--- src/inc/dph_pkg.sv ---
package dph_pkg;
    // link clock is core_clk divided by two
    localparam int          CORE_PS         = 50000;
    localparam int          CK_DIV          = 2;
    localparam int          CK_PS           = CORE_PS * CK_DIV;
    // write completion to read, time and floor in link clocks
    localparam int          WTR_PS          = 7500;
    localparam int          WTR_FLOOR_CK    = 2;
    localparam int          WTR_CEIL_CK     = (WTR_PS + CK_PS - 1) / CK_PS;
    localparam int          WTR_CK          = (WTR_CEIL_CK > WTR_FLOOR_CK) ?
                                              WTR_CEIL_CK : WTR_FLOOR_CK;
    localparam int          CKE_MIN_CK      = 3;
    // refresh interval is a longest time, so it rounds down
    localparam int          REFI_NORM_PS    = 7800000;
    localparam int          REFI_EXT_PS     = 3900000;
    localparam int          REFI_NORM_CK    = REFI_NORM_PS / CK_PS;
    localparam int          REFI_EXT_CK     = REFI_EXT_PS / CK_PS;
    localparam int          POST_MAX        = 8;
    localparam int          FAST_EXIT_CK    = 2;
    localparam int          FAST_EXIT_TOP   = 3;
    localparam logic [2:0]  GRADE_TOP       = 3'h4;
    localparam int          MODE_PD_BIT     = 12;
    // chip select, row, column, write strobes
    localparam logic [3:0]  CMD_NOP         = 4'h7;
    localparam logic [3:0]  CMD_READ        = 4'h5;
    localparam logic [3:0]  CMD_WRITE       = 4'h4;
    localparam logic [3:0]  CMD_REFRESH     = 4'h1;
    localparam logic [3:0]  CMD_MODE        = 4'h0;
    localparam int          TMR_CKE         = 0;
    localparam int          TMR_WTR         = 1;
    localparam int          TMR_EXIT        = 2;
    localparam int          TMR_NUM         = 3;

    typedef enum logic [2:0] {
        REQ_READ     = 3'h0,
        REQ_WRITE    = 3'h1,
        REQ_REFRESH  = 3'h2,
        REQ_PD_ENTER = 3'h3,
        REQ_PD_EXIT  = 3'h4,
        REQ_MODE     = 3'h5
    } dph_req_t;

    typedef enum logic [2:0] {
        ST_IDLE   = 3'h0,
        ST_PDOWN  = 3'h1,
        ST_WPRE   = 3'h2,
        ST_WBURST = 3'h3,
        ST_WPOST  = 3'h4
    } dph_st_t;

    // slow exit count per grade, slowest first
    function automatic logic [7:0] slow_base(input logic [2:0] grade);
        case (grade)
            3'h0:    slow_base = 8'h06;
            3'h1:    slow_base = 8'h07;
            3'h2:    slow_base = 8'h08;
            3'h3:    slow_base = 8'h08;
            default: slow_base = 8'h0a;
        endcase
    endfunction : slow_base

    // link clocks from power-down exit to the first read
    function automatic logic [7:0] exit_need(input logic       low_pwr,
                                             input logic [2:0] grade,
                                             input logic [2:0] al);
        logic [7:0] base;
        base = slow_base(grade);
        if (!low_pwr)
            exit_need = (grade == GRADE_TOP) ? 8'(FAST_EXIT_TOP) : 8'(FAST_EXIT_CK);
        else if (base > {5'h00, al})
            exit_need = base - {5'h00, al};
        else
            exit_need = 8'h01;
    endfunction : exit_need
endpackage : dph_pkg

--- src/inc/dph_tmr_if.sv ---
`timescale 1ns/10ps
interface dph_tmr_if;
    logic       load;
    logic [7:0] val;
    logic       tick;
    logic       zero;
    modport ctl (output load, output val, output tick, input zero);
    modport tmr (input load, input val, input tick, output zero);
endinterface : dph_tmr_if

--- src/verilog/dph_ctrl.sv ---
`timescale 1ns/10ps
// Contract
// - fast power-down exit: wait 2 clocks before a read, 3 at top grade.
// - slow power-down exit: wait grade count minus additive latency before read.
// - mode bit 12 picks fast exit at 0, slow low-power exit at 1.
// - clock enable stays at each level at least 3 clocks.
// - refresh average at most 7.8 us, 3.9 us when hot.
// - no more than eight refreshes outstanding.
// - at least two clocks from write completion to read.
// - times turned into clocks round up to whole cycles; the refresh interval rounds down instead.
// - complement strobe is the inverse of the strobe while driven.
// - strobe goes from released to driven low before the first write edge.
module dph_ctrl (
    // clock and reset
    input  wire logic                 core_clk,
    input  wire logic                 nrst,
    // user request
    input  wire logic                 req_valid,
    input  wire dph_pkg::dph_req_t    req_cmd,
    input  wire logic [13:0]          req_addr,
    input  wire logic [1:0]           req_bank,
    output logic                      req_ack,
    // user configuration, and the synchronized read strobe back
    input  wire logic                 low_power_pd_mode,
    input  wire logic                 ext_temp,
    input  wire logic [2:0]           speed_grade,
    input  wire logic [2:0]           additive_latency,
    output logic                      rd_strobe,
    // memory pins
    output logic                      mem_ck,
    output logic                      mem_ck_n,
    output logic                      mem_cke,
    output logic                      mem_cs_n,
    output logic                      mem_ras_n,
    output logic                      mem_cas_n,
    output logic                      mem_we_n,
    output logic [13:0]               mem_addr,
    output logic [1:0]                mem_ba,
    input  wire logic                 dqs_i,
    output logic                      dqs_o,
    output logic                      dqs_oe,
    output logic                      dqs_n_o,
    output logic                      dqs_n_oe
);
    typedef struct packed {
        dph_pkg::dph_st_t  st;
        logic              phase;
        logic              ck;
        logic              ck_n;
        logic              cke;
        logic [3:0]        cmd;
        logic [13:0]       addr;
        logic [1:0]        ba;
        logic              dqs;
        logic              dqs_n;
        logic              dqs_oe;
        logic              wcnt;
        logic signed [4:0] debt;
        logic [7:0]        refi;
        logic              low_pwr;
        logic              ack;
        logic              sync1;
        logic              sync2;
    } dph_state_t;

    dph_state_t s_reg;
    dph_state_t s_next;
    logic       ld_cke;
    logic       ld_wtr;
    logic       ld_exit;
    logic [7:0] exit_val;
    logic       force_ref;

    dph_tmr_if tmr_bus[dph_pkg::TMR_NUM] ();

    genvar gi;
    generate
        for (gi = 0; gi < dph_pkg::TMR_NUM; gi++)
        begin : g_tmr
            assign tmr_bus[gi].tick = s_reg.phase;
            dph_gap_timer u_tmr (
                .core_clk (core_clk),
                .nrst     (nrst),
                .port     (tmr_bus[gi])
            );
        end
    endgenerate

    assign tmr_bus[dph_pkg::TMR_CKE].load  = ld_cke;
    assign tmr_bus[dph_pkg::TMR_CKE].val   = 8'(dph_pkg::CKE_MIN_CK);
    assign tmr_bus[dph_pkg::TMR_WTR].load  = ld_wtr;
    assign tmr_bus[dph_pkg::TMR_WTR].val   = 8'(dph_pkg::WTR_CK);
    assign tmr_bus[dph_pkg::TMR_EXIT].load = ld_exit;
    assign tmr_bus[dph_pkg::TMR_EXIT].val  = exit_val;

    // refresh must go out before the debt can pass the posting limit
    assign force_ref = (s_reg.debt >= 5'(dph_pkg::POST_MAX - 1));

    always_comb
    begin
        s_next   = s_reg;
        ld_cke   = 1'b0;
        ld_wtr   = 1'b0;
        ld_exit  = 1'b0;
        exit_val = dph_pkg::exit_need(s_reg.low_pwr, speed_grade, additive_latency);
        s_next.phase = ~s_reg.phase;
        s_next.ck    = ~s_reg.phase;
        s_next.ck_n  = s_reg.phase;
        s_next.ack   = 1'b0;
        s_next.sync1 = dqs_i;
        s_next.sync2 = s_reg.sync1;
        if (s_reg.phase)
        begin
            s_next.cmd = dph_pkg::CMD_NOP;
            if (s_reg.refi == 8'h00)
            begin
                s_next.refi = ext_temp ? 8'(dph_pkg::REFI_EXT_CK - 1) :
                                         8'(dph_pkg::REFI_NORM_CK - 1);
                s_next.debt = s_reg.debt + 5'sh01;
            end
            else
                s_next.refi = s_reg.refi - 8'h01;
        end
        unique case (s_reg.st)
            dph_pkg::ST_IDLE:
            begin
                if (s_reg.phase && force_ref)
                begin
                    s_next.cmd  = dph_pkg::CMD_REFRESH;
                    s_next.debt = s_next.debt - 5'sh01;
                end
                else if (s_reg.phase && req_valid)
                begin
                    s_next.addr = req_addr;
                    s_next.ba   = req_bank;
                    unique case (req_cmd)
                        dph_pkg::REQ_READ:
                        begin
                            if (tmr_bus[dph_pkg::TMR_WTR].zero &&
                                tmr_bus[dph_pkg::TMR_EXIT].zero)
                            begin
                                s_next.cmd = dph_pkg::CMD_READ;
                                s_next.ack = 1'b1;
                            end
                        end
                        dph_pkg::REQ_WRITE:
                        begin
                            s_next.cmd = dph_pkg::CMD_WRITE;
                            s_next.ack = 1'b1;
                            s_next.st  = dph_pkg::ST_WPRE;
                        end
                        dph_pkg::REQ_REFRESH:
                        begin
                            // pulling in is limited to the same depth
                            if (s_reg.debt > -5'(dph_pkg::POST_MAX))
                            begin
                                s_next.cmd  = dph_pkg::CMD_REFRESH;
                                s_next.debt = s_next.debt - 5'sh01;
                                s_next.ack  = 1'b1;
                            end
                        end
                        dph_pkg::REQ_PD_ENTER:
                        begin
                            if (tmr_bus[dph_pkg::TMR_CKE].zero)
                            begin
                                s_next.cke = 1'b0;
                                ld_cke     = 1'b1;
                                s_next.ack = 1'b1;
                                s_next.st  = dph_pkg::ST_PDOWN;
                            end
                        end
                        dph_pkg::REQ_MODE:
                        begin
                            s_next.cmd = dph_pkg::CMD_MODE;
                            s_next.addr[dph_pkg::MODE_PD_BIT] = low_power_pd_mode;
                            s_next.low_pwr = low_power_pd_mode;
                            s_next.ack = 1'b1;
                        end
                        default:
                            s_next.ack = 1'b1;
                    endcase
                end
            end
            dph_pkg::ST_PDOWN:
            begin
                if (s_reg.phase && tmr_bus[dph_pkg::TMR_CKE].zero &&
                    (force_ref || (req_valid && req_cmd == dph_pkg::REQ_PD_EXIT)))
                begin
                    s_next.cke = 1'b1;
                    ld_cke     = 1'b1;
                    ld_exit    = 1'b1;
                    s_next.ack = req_valid && req_cmd == dph_pkg::REQ_PD_EXIT;
                    s_next.st  = dph_pkg::ST_IDLE;
                end
            end
            dph_pkg::ST_WPRE:
            begin
                if (s_reg.phase)
                begin
                    if (!s_reg.dqs_oe)
                    begin
                        s_next.dqs_oe = 1'b1;
                        s_next.dqs    = 1'b0;
                    end
                    else
                    begin
                        s_next.wcnt = 1'b0;
                        s_next.st   = dph_pkg::ST_WBURST;
                    end
                end
            end
            dph_pkg::ST_WBURST:
            begin
                s_next.dqs = ~s_reg.dqs;
                if (s_reg.phase)
                begin
                    s_next.wcnt = 1'b1;
                    if (s_reg.wcnt)
                        s_next.st = dph_pkg::ST_WPOST;
                end
            end
            dph_pkg::ST_WPOST:
            begin
                if (s_reg.phase)
                begin
                    s_next.dqs_oe = 1'b0;
                    s_next.dqs    = 1'b0;
                    ld_wtr        = 1'b1;
                    s_next.st     = dph_pkg::ST_IDLE;
                end
            end
            default:
                s_next.st = dph_pkg::ST_IDLE;
        endcase
        s_next.dqs_n = ~s_next.dqs;
    end

    always_ff @(posedge core_clk or negedge nrst)
    begin
        if (!nrst)
        begin
            s_reg       <= '0;
            s_reg.st    <= dph_pkg::ST_IDLE;
            s_reg.ck_n  <= 1'b1;
            s_reg.cke   <= 1'b1;
            s_reg.cmd   <= dph_pkg::CMD_NOP;
            s_reg.dqs_n <= 1'b1;
            s_reg.refi  <= 8'(dph_pkg::REFI_EXT_CK - 1);
        end
        else
            s_reg <= s_next;
    end

    assign req_ack   = s_reg.ack;
    assign rd_strobe = s_reg.sync2;
    assign mem_ck    = s_reg.ck;
    assign mem_ck_n  = s_reg.ck_n;
    assign mem_cke   = s_reg.cke;
    assign mem_cs_n  = s_reg.cmd[3];
    assign mem_ras_n = s_reg.cmd[2];
    assign mem_cas_n = s_reg.cmd[1];
    assign mem_we_n  = s_reg.cmd[0];
    assign mem_addr  = s_reg.addr;
    assign mem_ba    = s_reg.ba;
    assign dqs_o     = s_reg.dqs;
    assign dqs_oe    = s_reg.dqs_oe;
    assign dqs_n_o   = s_reg.dqs_n;
    assign dqs_n_oe  = s_reg.dqs_oe;

    // helper: core cycles since clock enable rose, and the wait owed then
    logic [7:0] exit_age;
    logic [7:0] exit_owed;
    logic       rd_cmd;
    assign rd_cmd = (s_reg.cmd == dph_pkg::CMD_READ);
    always_ff @(posedge core_clk or negedge nrst)
    begin
        if (!nrst)
        begin
            exit_age  <= 8'hff;
            exit_owed <= 8'h00;
        end
        else if (ld_exit)
        begin
            exit_age  <= 8'h00;
            exit_owed <= exit_val;
        end
        else if (exit_age != 8'hff)
            exit_age <= exit_age + 8'h01;
    end
endmodule : dph_ctrl

--- src/verilog/dph_gap_timer.sv ---
`timescale 1ns/10ps
module dph_gap_timer (
    // clock and reset
    input  wire logic core_clk,
    input  wire logic nrst,
    // load, tick and done
    dph_tmr_if.tmr    port
);
    typedef struct packed {
        logic [7:0] cnt;
    } dph_tmr_state_t;

    dph_tmr_state_t s_reg;
    dph_tmr_state_t s_next;

    always_comb
    begin
        s_next = s_reg;
        if (port.load)
            s_next.cnt = port.val;
        else if (port.tick && s_reg.cnt != 8'h00)
            s_next.cnt = s_reg.cnt - 8'h01;
    end

    always_ff @(posedge core_clk or negedge nrst)
    begin
        if (!nrst)
            s_reg <= '0;
        else
            s_reg <= s_next;
    end

    assign port.zero = (s_reg.cnt == 8'h00);
endmodule : dph_gap_timer

--- config.mk ---
export PLATFORM = sky130hd
export DESIGN_NAME = dph_ctrl
export DESIGN_NICKNAME = d
export VERILOG_FILES = /design/src/inc/dph_pkg.sv /design/src/inc/dph_tmr_if.sv /design/src/verilog/dph_ctrl.sv /design/src/verilog/dph_gap_timer.sv
export SDC_FILE = /design/constraint.sdc
export NUM_CORES = 1
export LEC_CHECK = 0
export CORE_MARGIN = 8
export CORE_UTILIZATION = 52
export CTS_CLUSTER_SIZE = 12
export DETAILED_ROUTE_END_ITERATION = 10
export DONT_BUFFER_PORTS = 1
export PLACE_DENSITY = 0.78
export SYNTH_ARGS = -nofsm -noshare
export SYNTH_HDL_FRONTEND = slang
export SYNTH_SLANG_ARGS = --single-unit
--- constraint.sdc ---
create_clock -name core_clk -period 5.7 [get_ports core_clk]
set_clock_uncertainty 0.05 [all_clocks]
set_input_delay 0.57 -clock core_clk [delete_from_list [all_inputs] [get_ports core_clk]]
set_output_delay 0.57 -clock core_clk [all_outputs]
set_load 0.05 [all_outputs]
* Word level (Yosys, flattened, before mapping)
Cells that the tools add are included.
** Word-level totals
- Bits of input ports :: 31
- Register bits :: 71
- Word-level logic and storage cells :: 162
- Output and inout port bits :: 29
** Operators by class
- Equal/unequal tests :: 25
- Muxes and demuxes :: 70
- $lt $le $gt $ge :: 3
- Bitwise gates (word level) :: 4
- Add/sub/neg operators :: 7
- Reductions and logical operators :: 33
** Operators with widths (count)
- $mux 8 :: 9
- $logic_not 8->1 :: 4
- $sub 8x1->8 const B :: 4
- $mux 5 :: 6
- $mux 3 :: 9
- $mux 1 :: 25
- $reduce_bool 8->1 :: 3
- $mux 21 :: 1
- $mux 20 :: 1
- $eq 3x2->1 const B :: 6
- $ne 2x2->1 const B :: 9
- $mux 16 :: 1
- $mux 4 :: 4
- $pmux 4 s4 :: 1
- $pmux 3 s5 :: 1
- $mux 13 :: 1
- $eq 3x3->1 const B :: 4
- $pmux 4 s3 :: 1
- $reduce_bool 2->1 :: 6
- $pmux 1 s2 :: 5
- $reduce_and 10->1 :: 1
- $eq 3x1->1 const B :: 3
- $logic_and 1x1->1 :: 9
- $logic_not 3->1 :: 3
- 19 further kinds :: 25

* Depth between registers and ports, before layout
Gate-level depths: netlist of run 1.
- Depth in word-level cells :: 9
- Gate-level depth with buffers :: 9
- Gate-level depth less buffers :: 9

* Modules after synthesis
Synthesis of run 1 repeated with hierarchy kept, for this count alone.
** Unflattened totals
- Cells, all modules :: 448
- Area, all modules :: 4295.4 sq um
** Modules (own cells, without submodules)
- dph_ctrl :: cells each 272, seq. area each 1187.4 sq um, instances 1, area each 2693.8 sq um
- dph_gap_timer at g_tmr[0].u_tmr ... :: cells each 58, seq. area each 200.2 sq um, instances 2, area each 528.0 sq um
- dph_gap_timer at g_tmr[2].u_tmr :: cells each 60, seq. area each 200.2 sq um, instances 1, area each 545.5 sq um

* Worst setup path after synthesis of run 1
No wires, ideal clock.
- Path type :: in2reg
- Start :: input speed_grade[2]
- End :: register g_tmr[2].u_tmr.s_reg[0] (netlist bit)
- Slack :: 3.167 ns
- Arrival :: 2.356 ns
- Setup time :: 0.127 ns
- Cell stages on the path :: 9
- Buffers on the path :: 0
- Required time :: 5.523 ns
- Path through :: nor2_1 > nand2_1 > ha_1 > fa_1 > nand2b_1 > a32oi_1 > and2_1 > a21oi_1 > mux2_1
** On the way
- Cells in the longest elaborated chain, start to end :: 7
- Elaborated cells on any way between the ends :: 13
- Those cells by class :: add/sub: 1; order compare: 1; eq/ne: 4; mux: 5; reduce/logical: 2
** Ends and longest elaborated chain
- from (decl) :: line dph_ctrl.sv:26 : input wire logic [2:0] speed_grade,
- $eq 3x2->1 :: line dph_pkg.sv:53 : case (grade)
- $reduce_or 2->1 (no source line)
- $pmux 4 s3 :: line dph_pkg.sv:53
- $sub 8x3->8 / $gt 8x3->1 (equally long branches) :: line dph_pkg.sv:71, dph_pkg.sv:70
- $mux 8 :: line dph_pkg.sv:70 : else if (base > {5'h00, al})
- $mux 8 (*) :: line dph_pkg.sv:68 : if (!low_pwr)
- $mux 8 (*) :: line dph_gap_timer.sv:19 : if (port.load)
- to (signal assigned) :: line dph_gap_timer.sv:30 : s_reg <= s_next;
- to (decl) :: line dph_gap_timer.sv:13 : dph_tmr_state_t s_reg;
Every way passes the cells marked *; elsewhere a longest branch is shown, timed or not.
A chain may end at the register's enable or synchronous reset.

* Worst setup path in the final report of run 1
- Start :: register s_reg[45] (netlist bit)
- End :: register g_tmr[2].u_tmr.s_reg[0] (netlist bit)
** On the way
- Cells in the longest elaborated chain, start to end :: 3
- Elaborated cells on any way between the ends :: 4
- Those cells by class :: eq/ne: 1; mux: 2; reduce/logical: 1
** Ends and longest elaborated chain
- from (decl) :: line dph_ctrl.sv:66 : dph_state_t s_reg;
- from (signal assigned) :: line dph_ctrl.sv:251 : s_reg <= s_next;
- $eq 3x1->1 (*) :: line dph_ctrl.sv:124 : unique case (s_reg.st)
- $mux 1 (*) :: line dph_ctrl.sv:124
- $mux 8 / $reduce_bool 2->1 (equally long branches)
Marks and branches as above.

==> run metrics, run 1 <==
status complete, no violations; Data arrival, critical path approximately 2.6 ns; post-route ant nets 0; Syn Area/Cell 10.5 um^2; CP Launch Type register; sequential area share after synthesis 0.441; Slowest cell on crit path a2111oi_4; fin util 0.561; f_max 414 MHz; Worst setup EP type register; Peak VDD IR approximately 0.17 mV; Die Area roughly 0.011 mm^2; Initial Util 0.530; crit-path max FO 13; synth warn 0; stages on the worst setup path 5; flip-flop and latch area between 0.0015 and 0.002 mm^2; Multi-input gate area a little under 0.002 mm^2; fin crit share 0.424; clock latency at the later pin of the worst-skew pair around 0.35 ns; Final setup viols 0; core footprint ~0.0076 mm^2; area leader, netlist dfrtp_1; final slew viol count 0; Setup crit start s_reg[45]; Detailed Route Iter0 Violations between 100 and 150; worst path required time 5.89 ns; total track usage 0.154; CP top delay family compound AO/OA/AOI/OAI gates; number of synthesized flops with an enable pin 0; I/O pins 60; Setup Crit Path Kind reg2reg; I/O Buffers 0; Max Root-Sink Buffers 2; vias in the first global route roughly 2800; Die Y 104 um; CTS clk-pin slew, worst paths 0.08 ns; routed wire length ~8.1 mm; Slew headroom 0.296; Root Buffer clkbuf_8; worst reg2reg path depth 5; depth of the CTS H-tree 3; Pleak around 0.0018 uW; worst flop-to-flop path endpoint g_tmr[2].u_tmr.s_reg[0]; Synth top cells by count dfrtp_1 (62), nor2_1 (29), inv_1 (22); layout cell share with drive strength beyond 1 0.176; Post-CTS Setup Bufs 0; worst path cell trace inv_1, or3_1, a2111oi_4, inv_2, mux2_1; Num CTS Buffers 9; die width between 100 and 150 um; post-synth top area share 0.383; synth unique cells 70; antenna cells 0; first-pass detailed-route iteration total 4; Setup TNS 0 ns; largest net degree at the start of global routing 64; Synth-to-Final Area Change 5.87%; worst path bufs/invs 2; cell count after synthesis about 390; syn nets around 430; routed wire length per instance ~17 um; ys flop type dfrtp_1; initial antenna violation count 0; met1 WL 3.47 mm; Placed Area 0.00401 mm^2; max reg flops 24; post-DP HPWL roughly 5.7 mm; Via density 5.76; pre-CTS setup slack a little under 3 ns; grt ovf 0; metal2 WL 4.14 mm; crit path to g_tmr[2].u_tmr.s_reg[0]; global-route wire length before repair between 10 and 15 mm; Final Cell Area about 0.0043 mm^2; num rows 32; Final Hold Violating Endpoints 0; CTS Sinks between 70 and 80; CP max stage delay approximately 0.66 ns; met3 wire length around 370 um; top routing layer in use met4; number of synthesized register bits 71; top cells by area, synth dfrtp_1 (38%), dfstp_2 (5.8%), mux2_2 (5.3%); setup ws final around 3.3 ns; Mapped Area 0.00405 mm^2; CTS tree yes; Pwr Density between 500 and 600 mW/mm^2; Fill cells between 600 and 700; FFs w/ async S/R, synth 1.00; worst slew pin tran ~1.1 ns; Reg2Reg Launch Point s_reg[45]; Hold Path Class in2async; Net count, final between 400 and 500; RSZ-0062 raised after global routing false; routed vias between 2000 and 3000; Reg2Reg Setup Slack roughly 3.3 ns; number of remaining DRC errors 0; count leader, synth dfrtp_1; global placement routability congestion a little under 0.8; post-route minimum period around 2.4 ns; Max-Cap Viols 0
## placed cells by master, fill, tap and decap left out, types with 4 or more instances in the layout
| cell | count |
|---|---|
| a21oi_1 | 14 |
| ha_1 | 15 |
| xor2_1 | 7 |
| nand2b_1 | 6 |
| nor2_1 | 29 |
| dfrtp_1 | 62 |
| xnor2_1 | 17 |
| a31oi_1 | 4 |
| mux2_2 | 19 |
| a21o_1 | 4 |
| inv_1 | 22 |
| nor4_1 | 10 |
| nor2b_1 | 5 |
| dfstp_2 | 9 |
| mux2i_1 | 5 |
| nand4_1 | 6 |
| a211oi_1 | 5 |
| o211ai_1 | 4 |
| clkbuf_8 | 9 |
| nand2_1 | 19 |
| nor3b_1 | 4 |
| or3_1 | 5 |
| o21ai_0 | 13 |
| nor4b_1 | 4 |
| nand3_1 | 11 |
| nor3_1 | 10 |
## metrics by stage
step / hold WS (ns) / power, uW / instances
after floorplan: 0.224 / 1710 / 387
after global placement: 0.228 / 1730 / 464
after detailed placement: 0.228 / 1770 / 464
after CTS: 0.0391 / 2280 / 482
after global routing: 0.0357 / 2410 / 482
final: 0.0322 / 2260 / 482
## power by group
part | leakage [uW] | switching [uW] | internal, uW
sequential | 0.000838 | 444 | 696
clock | 0.000123 | 196 | 292
combinational | 0.000874 | 322 | 309
total | 0.00184 | 962 | 1300
## per-layer routing
| metal | GRT usage | up-vias |
|---|---|---|
| met3 | 0.0508 | 10 |
| met5 | 0 | - |
| met1 | 0.182 | 1376 |
| met2 | 0.252 | 42 |
| met4 | 0.0641 | 0 |
| li1 | - | 1349 |
## worst min path at each step
stage          depth (start not counted)                       to  slack, ns
3_5_place_dp                           0                 mem_cs_n       0.23
4_1_cts                                1  g_tmr[1].u_tmr.s_reg[1]       0.04
5_1_grt                                1  g_tmr[1].u_tmr.s_reg[0]       0.04
6_report                               1                    dqs_o       0.03
2_1_floorplan                          0                 dqs_n_oe       0.22
3_3_place_gp                           0                 mem_cs_n       0.23
## logic make-up (layout without fill, tap and decap cells)
family                     count (synthesis)  in the layout  synth area share
and+or+nand+nor                          131            131             0.192
DFF                                       71             71             0.441
AOI/OAI and AO/OA                         70             70             0.128
buffers and inverters                     50             43            0.0677
muxes                                     25             25            0.0680
xor gates and xnor gates                  24             24            0.0519
adders and majority gates                 16             16            0.0513
## timing repair
item	CTS	global route
gates resized for setup	0	0
hold endpoints to repair	63	0
endpoints found under the setup margin	0	0
hold buffers	2	0
## worst register-to-register path: stages (launching register included)
cell and delay, ns:
dfrtp_1 0.56, inv_1 0.16, or3_1 0.39, a2111oi_4 0.66, inv_2 0.15, mux2_1 0.34
## final cells by class
cell class,count,area share
Multi-Input combinational cell,266,0.464
Sequential cell,71,0.417
Tap cell,102,0.0298
Clock buffer,9,0.0289
Clock inverter,7,0.0283
Inverter,23,0.0201
Timing Repair Buffer,4,0.0123
Note: power is estimated with default switching activity, not from simulation.
==> run 2: changes to the inputs <==
- ABC_AREA: default -> 1
- clock period: 5.7 -> 2.39 ns (I/O delays scaled with it)
==> run metrics, run 2 <==
antenna cells 0 (unchanged); num rows 33 (+3.1%); worst path cell trace inv_1, ha_1, nor3b_1, nand2_2, inv_4, nand4_4, nand2_2, inv_1, nor2_1, o21ai_1; largest net degree at the start of global routing 72 (+13%); Worst setup EP type register; Max-Cap Viols 0 (unchanged); Peak VDD IR 0.354 mV (+110%); CTS clk-pin slew, worst paths 0.07 ns (about the same); ys flop type dfrtp_1; Setup TNS 0 ns (unchanged); Synth top cells by count nand2_1 (120), dfrtp_1 (62), inv_1 (58); post-route minimum period 2.06 ns (-0.358 ns); Fill cells 714 (+9.7%); synth warn 0 (unchanged); FFs w/ async S/R, synth 1.00 (unchanged); worst slew pin tran 0.569 ns (-0.487 ns); Data arrival, critical path 2.23 ns (-0.37 ns); status complete, no violations; pre-CTS setup slack 0.149 ns (-2.81 ns); I/O Buffers 0 (unchanged); Slowest cell on crit path dfrtp_1; initial antenna violation count 0 (unchanged); syn nets 561 (+29%); Root Buffer clkbuf_8; max reg flops 24 (unchanged); Pleak 0.00218 uW (+19%); Tot Pwr 4110 uW (+82%); most common cell after layout, fill and taps aside nand2_1; Syn Area/Cell 8.28 um^2 (-21%); synth unique cells 41 (-41%); flip-flop and latch area 0.00179 mm^2 (unchanged); layout cell share with drive strength beyond 1 0.137 (-0.0392); total track usage 0.161 (+0.00704); grt ovf 0 (unchanged); fin crit share 0.861 (+0.437); fin util 0.566 (+0.00485); final slew viol count 0 (unchanged); CP max stage delay 0.38 ns (-0.28 ns); post-route ant nets 0 (unchanged); number of remaining DRC errors 0 (unchanged); setup ws final 0.332 ns (-2.95 ns); post-synth top area share 0.364 (-0.0186); Die Area 0.0113 mm^2 (+4.3%); cell count after synthesis 514 (+33%); Final setup viols 0 (unchanged); Synth-to-Final Area Change 7.53%; vias in the first global route 3240 (+17%); count leader, synth nand2_1; Fin Hold WS 0.0290 ns (-0.00320 ns); CP Launch Type register; Mapped Area 0.00426 mm^2 (+5.1%); number of synthesized flops with an enable pin 0 (unchanged); I/O pins 60 (unchanged); Initial Util 0.526 (-0.00364); top cells by area, synth dfrtp_1 (36%), nand2_1 (11%), dfstp_2 (5.6%); RSZ-0062 raised after global routing false; Die Y 106 um (+2.1%); CTS tree yes; Setup Crit Path Kind reg2reg; Hold Path Class in2reg; Net count, final 567 (+34%); first-pass detailed-route iteration total 4 (unchanged); Multi-input gate area 0.00202 mm^2 (+1.6%); f_max 486 MHz (+17%); worst path required time 2.56 ns (-3.33 ns); routed wire length per instance 14.1 um (-16%); area leader, netlist dfrtp_1; depth of the CTS H-tree 3 (unchanged); core footprint 0.00809 mm^2 (+5.8%); Max Root-Sink Buffers 2 (unchanged); routed vias 3305 (+19%); global placement routability congestion 0.860 (+11%); number of synthesized register bits 71 (unchanged); Num CTS Buffers 9 (unchanged); CTS Sinks 71 (unchanged); Pwr Density 898 mW/mm^2 (+70%); Slew headroom 0.617 (+0.321); die width 106 um (+2.1%); routed wire length 8.90 mm (+9.8%); clock latency at the later pin of the worst-skew pair 0.35 ns (about the same); Final Hold Violating Endpoints 0 (unchanged); Detailed Route Iter0 Violations 178 (+38%); Via density 5.25 (-8.9%); post-DP HPWL 6.37 mm (+12%); crit-path max FO 11 (-2); sequential area share after synthesis 0.420 (-0.0214); most frequent cells in the layout nand2_1 (120), dfrtp_1 (62), inv_1 (58); global-route wire length before repair 15.0 mm (+9.3%)
[run 2: cell count changes after synthesis, moves of 7 or more]
cell,previous run,this run
xnor2_1,17,7
nor2_1,29,37
xor2_1,7,16
nand3_1,11,32
nand2_1,19,120
nor2_4,0,7
inv_1,22,58
mux2_2,19,0
nor4_1,10,1
o21ai_0,13,28
[run 2: per-layer routing]
metal,vias to the layer above,wire length [um],track usage
met2,61,4520,0.281
li1,1662,-,-
met3,11,457,0.0405
met5,-,0,0
met1,1571,3790,0.187
met4,0,142,0.0583
[run 2: final timing paths]
kind,from,end,slack [ns],cells past startpoint
setup reg to reg,g_tmr[0].u_tmr.s_reg[0],g_tmr[2].u_tmr.s_reg[0],0.33,10
min in group asynchronous,nrst,g_tmr[0].u_tmr.s_reg[3],0.39,2
hold / removal,req_cmd[2],s_reg[3],0.03,2
max in group asynchronous,nrst,dqs_n_o,1.58,2
hold reg to reg,s_next[0],rd_strobe,0.31,0
setup / recovery,g_tmr[0].u_tmr.s_reg[0],g_tmr[2].u_tmr.s_reg[0],0.33,10
[run 2: logic make-up after synthesis]
family,share of synthesized area
xor+xnor,0.0473
compound gates,0.0967
simple gates,0.281
flops,0.420
fa+ha+maj,0.0488
buf+inv,0.106
[run 2: per-stage QoR]
step                      instance area [um^2]  instances
final                                     4580        630
after global placement                    4220        596
after floorplan                           4260        514
after global routing                      4580        630
after detailed placement                  4220        596
after CTS                                 4570        630
[run 2: layout make-up]
cell class                      count  share of cell area
Clock buffer                       12              0.0295
Multi-Input combinational cell    351               0.441
Clock inverter                      4             0.00519
Timing Repair Buffer               21              0.0481
Inverter                           66              0.0563
Sequential cell                    71               0.391
Tap cell                          105              0.0287
[run 2: where the power goes]
group | leakage, uW | internal [uW] | switching (uW) | total [uW]
clock network | 0.0000841 | 374 | 440 | 814
registers | 0.000801 | 1480 | 763 | 2240
logic | 0.00130 | 351 | 706 | 1060
total | 0.00218 | 2200 | 1910 | 4110
[run 2: timing repair]
item,CTS,global route
setup endpoints to repair,0,3
setup buffers,0,0
endpoints found under the hold margin,87,0
resized for setup,0,1
hold buffers,18,0
[run 2: critical path, delay by kind of cell, from the launching register on]
family,cells,cell delay (ns)
simple gates,5,0.94
flops,1,0.38
buf+inv,3,0.35
fa+ha+maj,1,0.15
compound gates,1,0.06
==> run 3: changes to the inputs <==
- clock period: 2.39 -> 2.1 ns (I/O delays scaled with it)
==> run metrics, run 3 (same netlist as run 2, synthesis figures left out) <==
initial antenna violation count 0 (unchanged); CTS tree yes; number of remaining DRC errors 0 (unchanged); num rows 33 (unchanged); Slew headroom 0.635 (+0.0181); flip-flop and latch area 0.00179 mm^2 (unchanged); layout cell share with drive strength beyond 1 0.147 (+0.00947); met1 WL 3.88 mm (+2.4%); metal2 WL 4.74 mm (+5.0%); most frequent cells in the layout nand2_1 (120), dfrtp_1 (62), inv_1 (58); crit-path max FO 19 (+8); Data arrival, critical path 2.12 ns (-0.11 ns); Num CTS Buffers 9 (unchanged); max reg flops 24 (unchanged); Peak VDD IR 0.527 mV (+49%); Detailed Route Iter0 Violations 205 (+15%); Max-Cap Viols 0 (unchanged); grt ovf 0 (unchanged); CTS clk-pin slew, worst paths 0.08 ns (about the same); routed wire length 9.36 mm (+5.2%); Die Y 106 um (unchanged); worst path required time 2.29 ns (-0.27 ns); post-DP HPWL 6.55 mm (+2.8%); Final setup viols 0 (unchanged); top routing layer in use met4; CTS Sinks 71 (unchanged); depth of the CTS H-tree 3 (unchanged); Worst setup EP type register; clock latency at the later pin of the worst-skew pair 0.35 ns (about the same); first-pass detailed-route iteration total 5 (+1); CP Launch Type register; die width 106 um (unchanged); worst slew pin tran 0.542 ns (-0.0269 ns); Root Buffer clkbuf_8; Setup TNS 0 ns (unchanged); vias in the first global route 3499 (+8.0%); global-route wire length before repair 15.8 mm (+5.4%); Initial Util 0.526 (unchanged); fin crit share 0.917 (+0.0561); Final Hold Violating Endpoints 0 (unchanged); Hold Path Class in2reg; total track usage 0.172 (+0.0107); Fill cells 687 (-3.8%); final slew viol count 0 (unchanged); I/O Buffers 0 (unchanged); routed vias 3401 (+2.9%); post-route ant nets 0 (unchanged); most common cell after layout, fill and taps aside nand2_1; routed wire length per instance 14.7 um (+3.8%); core footprint 0.00809 mm^2 (unchanged); post-route minimum period 1.93 ns (-0.132 ns); Pleak 0.00226 uW (+3.8%); RSZ-0062 raised after global routing false; Multi-input gate area 0.00202 mm^2 (+0.12%); I/O pins 60 (unchanged); Pwr Density 1090 mW/mm^2 (+22%); Max Root-Sink Buffers 2 (unchanged); Die Area 0.0113 mm^2 (unchanged); Synth-to-Final Area Change 11.6%; Fin Hold WS 0.0398 ns (+0.0108 ns); global placement routability congestion 0.867 (+0.73%); Via density 5.33 (+1.6%); largest net degree at the start of global routing 72 (unchanged); met3 wire length 455 um (-0.44%); status complete, no violations; Net count, final 574 (+1.2%); Setup Crit Path Kind reg2reg; f_max 519 MHz (+6.9%)
[run 3: changes by cell type in the layout (fill, tap and decap cells not counted), moves of 3 or more]
cell           delta
buf_4             +4
bufinv_16         +3
clkbuf_1          -3
clkbuf_8          +3
clkinv_2          -3
dlygate4sd3_1     +3
[run 3: metrics by stage]
stage / cells / total power, uW / setup slack, ns / instance area, um^2 / utilization
floorplan: 514 / 3650 / 0.207 / 4260 / -
global placement: 598 / 3640 / 0.145 / 4230 / 0.523
detailed placement: 598 / 3710 / 0.110 / 4230 / 0.523
CTS: 635 / 5210 / 0.0986 / 4720 / 0.584
global route: 637 / 5480 / 0.0118 / 4750 / 0.587
finish: 638 / 5200 / 0.174 / 4750 / 0.587
[run 3: timing repair]
| item | in CTS | in global routing |
|---|---|---|
| setup buffers | 0 | 2 |
| endpoints found under the setup margin | 0 | 13 |
| resized for setup | 0 | 3 |
| hold endpoints to repair | 90 | 0 |
| hold buffers | 21 | 0 |
[run 3: worst max-delay path, stage by stage (launching register included)]
cell and delay [ns]:
dfrtp_1 0.42, ha_1 0.23, nand2_1 0.11, nand3_2 0.10
nand2_2 0.12, nand2_4 0.17, inv_8 0.17, nand3_4 0.11
nand2_8 0.13, inv_6 0.06, nand3_1 0.06, o31ai_1 0.07
[run 3: final cells by class]
class,count,area share
Multi-Input combinational cell,351,0.426
Tap cell,105,0.0276
Clock inverter,4,0.0208
Inverter,66,0.0553
Timing Repair Buffer,28,0.0590
Clock buffer,12,0.0348
Sequential cell,71,0.376
Antenna cell,1,0.000527
[run 3: worst paths after layout]
path,start,to,slack (ns),cells after the start
worst max-delay path,s_reg[12],g_tmr[0].u_tmr.s_reg[7],0.17,11
worst min-delay path,req_addr[12],mem_addr[12],0.04,2
worst max register to register,s_reg[12],g_tmr[0].u_tmr.s_reg[7],0.17,11
worst min register to register,s_next[0],rd_strobe,0.31,0
max in group asynchronous,nrst,dqs_n_o,1.31,2
min in group asynchronous,nrst,g_tmr[0].u_tmr.s_reg[5],0.35,2
[run 3: per-layer routing]
metal  vias up  global-route usage
met4         0               0.108
met2       102               0.287
met1      1599               0.194
met5         -                   0
met3        27              0.0430
li1       1673                   -
[run 3: report_power, final]
group | switching, uW | internal, uW
clock network | 531 | 891
registers | 867 | 1680
logic | 822 | 409
